### src/umd_pkg.sv
// Package of constants for the modem, DMA and pin logic block
package umd_pkg;
   // Modem status register bit positions
   localparam int MSR_RING_EDGE_BIT = 2;
   localparam int MSR_RING_LEVEL_BIT = 6;
   // Modem control register bit positions
   localparam int MODEM_CTRL_RTS_BIT = 1;
   localparam int MODEM_CTRL_LOOP_BIT = 4;
   // FIFO control register bit positions
   localparam int FIFO_CTRL_EN_BIT = 0;
   localparam int FIFO_CTRL_DMA_MODE_BIT = 3;
   // Reset levels of the pins and of the internal state
   localparam logic RTS_N_RESET = 1'h1;
   localparam logic SERIAL_OUT_RESET = 1'h1;
   localparam logic RX_REQ_N_RESET = 1'h1;
   localparam logic RING_PIN_IDLE = 1'h1;
   localparam logic RING_LEVEL_RESET = 1'h0;
   localparam logic RING_EDGE_FLAG_RESET = 1'h0;
   // Receive DMA request states, one-hot
   typedef enum logic [1:0] {
      UMD_RX_IDLE = 2'h1,
      UMD_RX_ACTIVE = 2'h2
   } umd_rx_state_t;
endpackage

### src/umd_pin_logic.sv
// Modem ring, request-to-send, receive DMA request and serial output pin logic
// Functional notes
// - Ring input level shown in status bit 6
// - Status bit 2 set on ring low-to-high
// - Ring rise raises interrupt when enabled
// - RTS active when control RTS bit set
// - RTS inactive on reset, loop, bit clear
// - Auto RTS threshold logic forces RTS inactive
// - DMA mode from bit 3 only in FIFO
// - Mode 0: request low while characters held
// - Mode 1: low at trigger until empty
// - Serial output marks high on reset
`timescale 1ns/10ps
module umd_pin_logic
   import umd_pkg::*;
(
   input wire logic clock_in,
   input wire logic nrst_in,
   input wire logic ring_n_in,
   input wire logic msr_read_in,
   input wire logic modem_int_enable_in,
   input wire logic [7:0] modem_control_reg_in,
   input wire logic [7:0] fifo_control_reg_in,
   input wire logic auto_rts_enable_in,
   input wire logic rx_threshold_reached_in,
   input wire logic rx_char_count_nonzero_in,
   input wire logic rx_trigger_or_timeout_in,
   input wire logic tx_serial_bit_in,
   output logic ring_status_out,
   output logic trailing_ring_edge_flag_out,
   output logic modem_int_out,
   output logic rts_n_out,
   output logic receiver_dma_request_n_out,
   output logic serial_out
);
   // Ring input synchroniser stages and the filtered ring level
   logic ring_s1_q;
   logic ring_s1_d;
   logic ring_s2_q;
   logic ring_s2_d;
   logic ring_s3_q;
   logic ring_s3_d;
   logic ring_q;
   logic ring_d;
   // Sticky trailing ring edge flag
   logic ring_edge_q;
   logic ring_edge_d;
   // Request-to-send and serial output registers
   logic rts_n_q;
   logic rts_n_d;
   logic serial_q;
   logic serial_d;
   // Receive DMA request state
   umd_rx_state_t rx_q;
   umd_rx_state_t rx_d;
   // Decoded controls and events
   logic ring_agree;
   logic ring_rise;
   logic loop_mode;
   logic dma_mode1;
   logic rx_start;

   // Second and third stages agree: the pin level has settled
   assign ring_agree = (ring_s2_q == ring_s3_q);

   // Ring pin is active low; the status bit shows its complement
   always_comb
   begin
      ring_s1_d = ring_n_in;
      ring_s2_d = ring_s1_q;
      ring_s3_d = ring_s2_q;
      ring_d = ring_q;
      if (ring_agree)
      begin
         ring_d = ~ring_s3_q;
      end
   end

   // Trailing edge: ring was active and the pin has settled high
   assign ring_rise = ring_q & ring_agree & ring_s3_q;

   // Flag sets on the edge; a set in the read cycle wins so no ring is lost
   always_comb
   begin
      ring_edge_d = ring_edge_q;
      if (msr_read_in)
      begin
         ring_edge_d = 1'h0;
      end
      if (ring_rise)
      begin
         ring_edge_d = 1'h1;
      end
   end

   // Loop mode and DMA mode select; mode 1 needs the FIFO enabled
   assign loop_mode = modem_control_reg_in[MODEM_CTRL_LOOP_BIT];
   assign dma_mode1 = fifo_control_reg_in[FIFO_CTRL_EN_BIT] & fifo_control_reg_in[FIFO_CTRL_DMA_MODE_BIT];

   // RTS control: active low when bit set, out of loop, below threshold
   always_comb
   begin
      rts_n_d = ~modem_control_reg_in[MODEM_CTRL_RTS_BIT];
      if (loop_mode)
      begin
         rts_n_d = 1'h1;
      end
      if (auto_rts_enable_in && rx_threshold_reached_in)
      begin
         rts_n_d = 1'h1;
      end
   end

   // Start condition: trigger or time-out in mode 1, any character in mode 0
   assign rx_start = dma_mode1 ? rx_trigger_or_timeout_in : rx_char_count_nonzero_in;

   // Receive DMA request state; both modes release once the receiver is empty
   always_comb
   begin
      rx_d = rx_q;
      unique case (rx_q)
         UMD_RX_IDLE:
         begin
            if (rx_start)
            begin
               rx_d = UMD_RX_ACTIVE;
            end
         end
         UMD_RX_ACTIVE:
         begin
            if (!rx_char_count_nonzero_in)
            begin
               rx_d = UMD_RX_IDLE;
            end
         end
         default:
         begin
            rx_d = UMD_RX_IDLE;
         end
      endcase
   end

   // Serial output follows the transmitter
   assign serial_d = tx_serial_bit_in;

   // State registers; reset loads only constants
   always_ff @(posedge clock_in)
   begin
      if (!nrst_in)
      begin
         ring_s1_q <= RING_PIN_IDLE;
         ring_s2_q <= RING_PIN_IDLE;
         ring_s3_q <= RING_PIN_IDLE;
         ring_q <= RING_LEVEL_RESET;
         ring_edge_q <= RING_EDGE_FLAG_RESET;
         rts_n_q <= RTS_N_RESET;
         serial_q <= SERIAL_OUT_RESET;
         rx_q <= UMD_RX_IDLE;
      end
      else
      begin
         ring_s1_q <= ring_s1_d;
         ring_s2_q <= ring_s2_d;
         ring_s3_q <= ring_s3_d;
         ring_q <= ring_d;
         ring_edge_q <= ring_edge_d;
         rts_n_q <= rts_n_d;
         serial_q <= serial_d;
         rx_q <= rx_d;
      end
   end

   // Outputs
   assign ring_status_out = ring_q;
   assign trailing_ring_edge_flag_out = ring_edge_q;
   assign modem_int_out = ring_edge_q & modem_int_enable_in;
   assign rts_n_out = rts_n_q;
   assign receiver_dma_request_n_out = (rx_q == UMD_RX_ACTIVE) ? 1'h0 : RX_REQ_N_RESET;
   assign serial_out = serial_q;
endmodule

### config.mk
export PLATFORM = sky130hd
export DESIGN_NAME = umd_pin_logic
export DESIGN_NICKNAME = d
export VERILOG_FILES = /design/src/umd_pkg.sv /design/src/umd_pin_logic.sv
export SDC_FILE = /design/constraint.sdc
export NUM_CORES = 1
export LEC_CHECK = 0
export BUFFER_PORTS_ARGS = -buffer_cell sky130_fd_sc_hd__buf_4
export CAP_MARGIN = 20
export CORE_AREA = 2 2 39 41
export DETAILED_ROUTE_END_ITERATION = 10
export DIE_AREA = 0 0 41 43
export PLACE_DENSITY_LB_ADDON = 0.12
export SYNTH_ARGS = -nofsm -noshare
export SYNTH_HDL_FRONTEND = slang
export SYNTH_SLANG_ARGS = --single-unit
### constraint.sdc
create_clock -name clock_in -period 2 [get_ports clock_in]
set_input_delay 0.3 -clock clock_in [delete_from_list [all_inputs] [get_ports clock_in]]
set_output_delay 0.3 -clock clock_in [all_outputs]
set_load 0.05 [all_outputs]
==> results.py <==
metrics = {
    "sta": {
        "fin_skew_ns": 0.0002648,
        "finalCritPeriodShare": 0.6007,
        "slew_viol_final": 0,
        "fmax_mhz": 832.3,
        "rsz0062_at_grt": "no",
        "hold_viol": 0,
        "whs_ns": 0.2233,
        "setup_viol": 0,
        "fin_setup_tns_ns": 0,
        "final.min_clock_period_ns": 1.201,
        "slew_headroom": 0.8979,
        "worst_pin_slew_ns": 0.1529,
    },
    "floorplanning": {
        "rows": 14,
        "die_y_um": 43,
        "fp.dieW_um": 41,
        "start_util": 0.2315,
        "die_area_um2": 1763,
        "io_pins": 32,
        "core_um2": 1384,
    },
    "global_routing": {
        "grt_pass1_vias": 235,
        "grtUsageTotal": 0.07553,
        "antenna_found_initial": 0,
        "grt_pass1_wl_um": 828,
        "grt_max_degree": 11,
        "overflow": 0,
    },
    "worst_setup_path": {
        "reg2reg_slack_ns": 1.23,
        "r2r-end": "rx_q[1]",
        "path_class": "reg2out",
        "cp.required_ns": 1.70,
        "r2r_start": "rx_q[0]",
        "worstPathArrival_ns": 0.90,
        "start_kind": "flop",
        "cp-end-kind": "primary output",
        "worst_r2r_path_depth": 3,
        "worstPathMaxFanout": 3,
    },
    "final_layout": {
        "finalInstanceArea_um2": 504.2,
        "final_common_cell": "buf_4",
        "mostFrequentLayoutCells": "19 x buf_4, 9 x dfxtp_1, 6 x nand2b_1",
        "final_nets": 81,
        "fill_cells": 146,
        "drive_gt1_frac": 0.4259,
        "instances_no_fill": 70,
        "diodes": 0,
        "syn2layout_area_growth_pct": 57.42,
    },
    "drt": {
        "drt-vias-per-instance": 4.314,
        "drt_iter0_drc": 2,
        "wl_per_cell_um": 8.229,
        "drc": 0,
        "drtPass1Iterations": 5,
        "detail-route-antenna-nets": 0,
        "wl_um": 576,
        "vias": 302,
    },
    "pwr": {
        "ir_worst_vdd_mv": 0.2341,
        "p_per_area_nw_per_um2": 749.8,
        "power.total_w": 0.0003781,
        "leakage_nw": 0.2284,
    },
    "synthesis": {
        "synth-seq-area-share": 0.5625,
        "synth_ff_type": "dfxtp_1",
        "syn-cell-area_um2": 320.3,
        "synth_area_per_cell_um2": 10.01,
        "synth-seq-cells": 9,
        "syn-num-nets": 58,
        "ys_warn_count": 0,
        "synth_edf_count": 0,
        "synth_cell_types": 14,
        "syn_inst": 32,
        "async_reset_ff_frac": 0,
    },
    "clocking": {
        "cts_num_sinks": 9,
        "ctsHoldBuffers": 0,
        "clockBufferDepth": 2,
        "clock_latency_ns": 0.25,
        "cts_resized": 0,
        "cts_tree": "done",
        "numCtsBuffers": 3,
        "h-tree-depth": 1,
        "cts_setup_buffers": 0,
        "clkTransAtPathRegs_ns": 0.06,
        "cts_root_buf": "clkbuf_4",
    },
    "hold_path": {
        "min_path_cells": 2,
        "min_to": "serial_out",
        "hp-start": "tx_serial_bit_in",
        "min_path_type": "in2reg",
    },
    "placement": {
        "routabilityCongestion": 0.5608,
        "place_area_um2": 478.0,
        "numPlacedInstances": 66,
        "io_buffers": 19,
    },
    "outcome": {
        "status": "completed",
    },
    "run": {
        "maxCapViolCount": 0,
    },
}
synthesized netlist by cell type, drive strengths merged, types with 2 or more instances:
master  count  share of area
dfxtp       9           0.56
nand2b      6           0.12
nand2       4          0.047
nor2        2          0.023
nor2b       2          0.039
state kept, by name, summed over array words and instances, names as in the netlist:
signal,cells
trailing_ring_edge_flag_out,1
rts_n_out,1
ring_status_out,1
rx_q,2
ring_s1_q,1
ring_s3_q,1
ring_s2_q,1
serial_out,1
through the flow:
stage,worst slack (ns),util
6_report,0.7985,0.3644
5_1_grt,0.7487,0.3644
4_1_cts,0.7851,0.3644
3_5_place_dp,0.8891,0.3454
3_3_place_gp,0.8990,0.3454
2_1_floorplan,0.5718,-
routing by layer:
| metal | wire length (µm) | vias up | GRT usage |
|---|---|---|---|
| met3 | 66 | 4 | 0.03141 |
| met5 | 0 | - | 0 |
| met4 | 23 | 0 | 0.08000 |
| li1 | - | 150 | - |
| met2 | 260 | 19 | 0.1063 |
| met1 | 225 | 129 | 0.07468 |
worst max path at each step:
stage / start / end / slack [ns]
3_3_place_gp: fifo_control_reg_in[0] / rx_q[1] / 0.90
3_5_place_dp: fifo_control_reg_in[0] / rx_q[1] / 0.89
2_1_floorplan: trailing_ring_edge_flag_out / modem_int_out / 0.57
5_1_grt: trailing_ring_edge_flag_out / modem_int_out / 0.75
4_1_cts: trailing_ring_edge_flag_out / modem_int_out / 0.79
6_report: trailing_ring_edge_flag_out / modem_int_out / 0.80
area by class of cell:
type / count / area, µm² / share of cell area
tap: 16 / 20.02 / 0.03970
clock buffer: 4 / 26.28 / 0.05211
sequential: 9 / 180.2 / 0.3573
timing repair buffer: 19 / 142.6 / 0.2829
multi-input combinational: 22 / 135.1 / 0.2680
logic make-up after synthesis:
| kind of cell | after synthesis | share of synthesized area |
|---|---|---|
| flip-flops | 9 | 0.5625 |
| multiplexers | 1 | 0.04686 |
| AO/OA/AOI/OAI | 4 | 0.08595 |
| buffers and inverters | 1 | 0.01561 |
| AND/OR/NAND/NOR | 17 | 0.2891 |
critical path, cell delays in order (launching register included):
cell     delay, ns
dfxtp_1       0.34
and2_1        0.12
buf_4         0.19
power by group:
part	total [W]	internal (W)	switching, W
Clock	0.000138	0.0000767	0.0000610
Combinational	0.0000499	0.0000290	0.0000209
Sequential	0.000190	0.000187	0.00000318
Power figures use the tool's default switching activity.
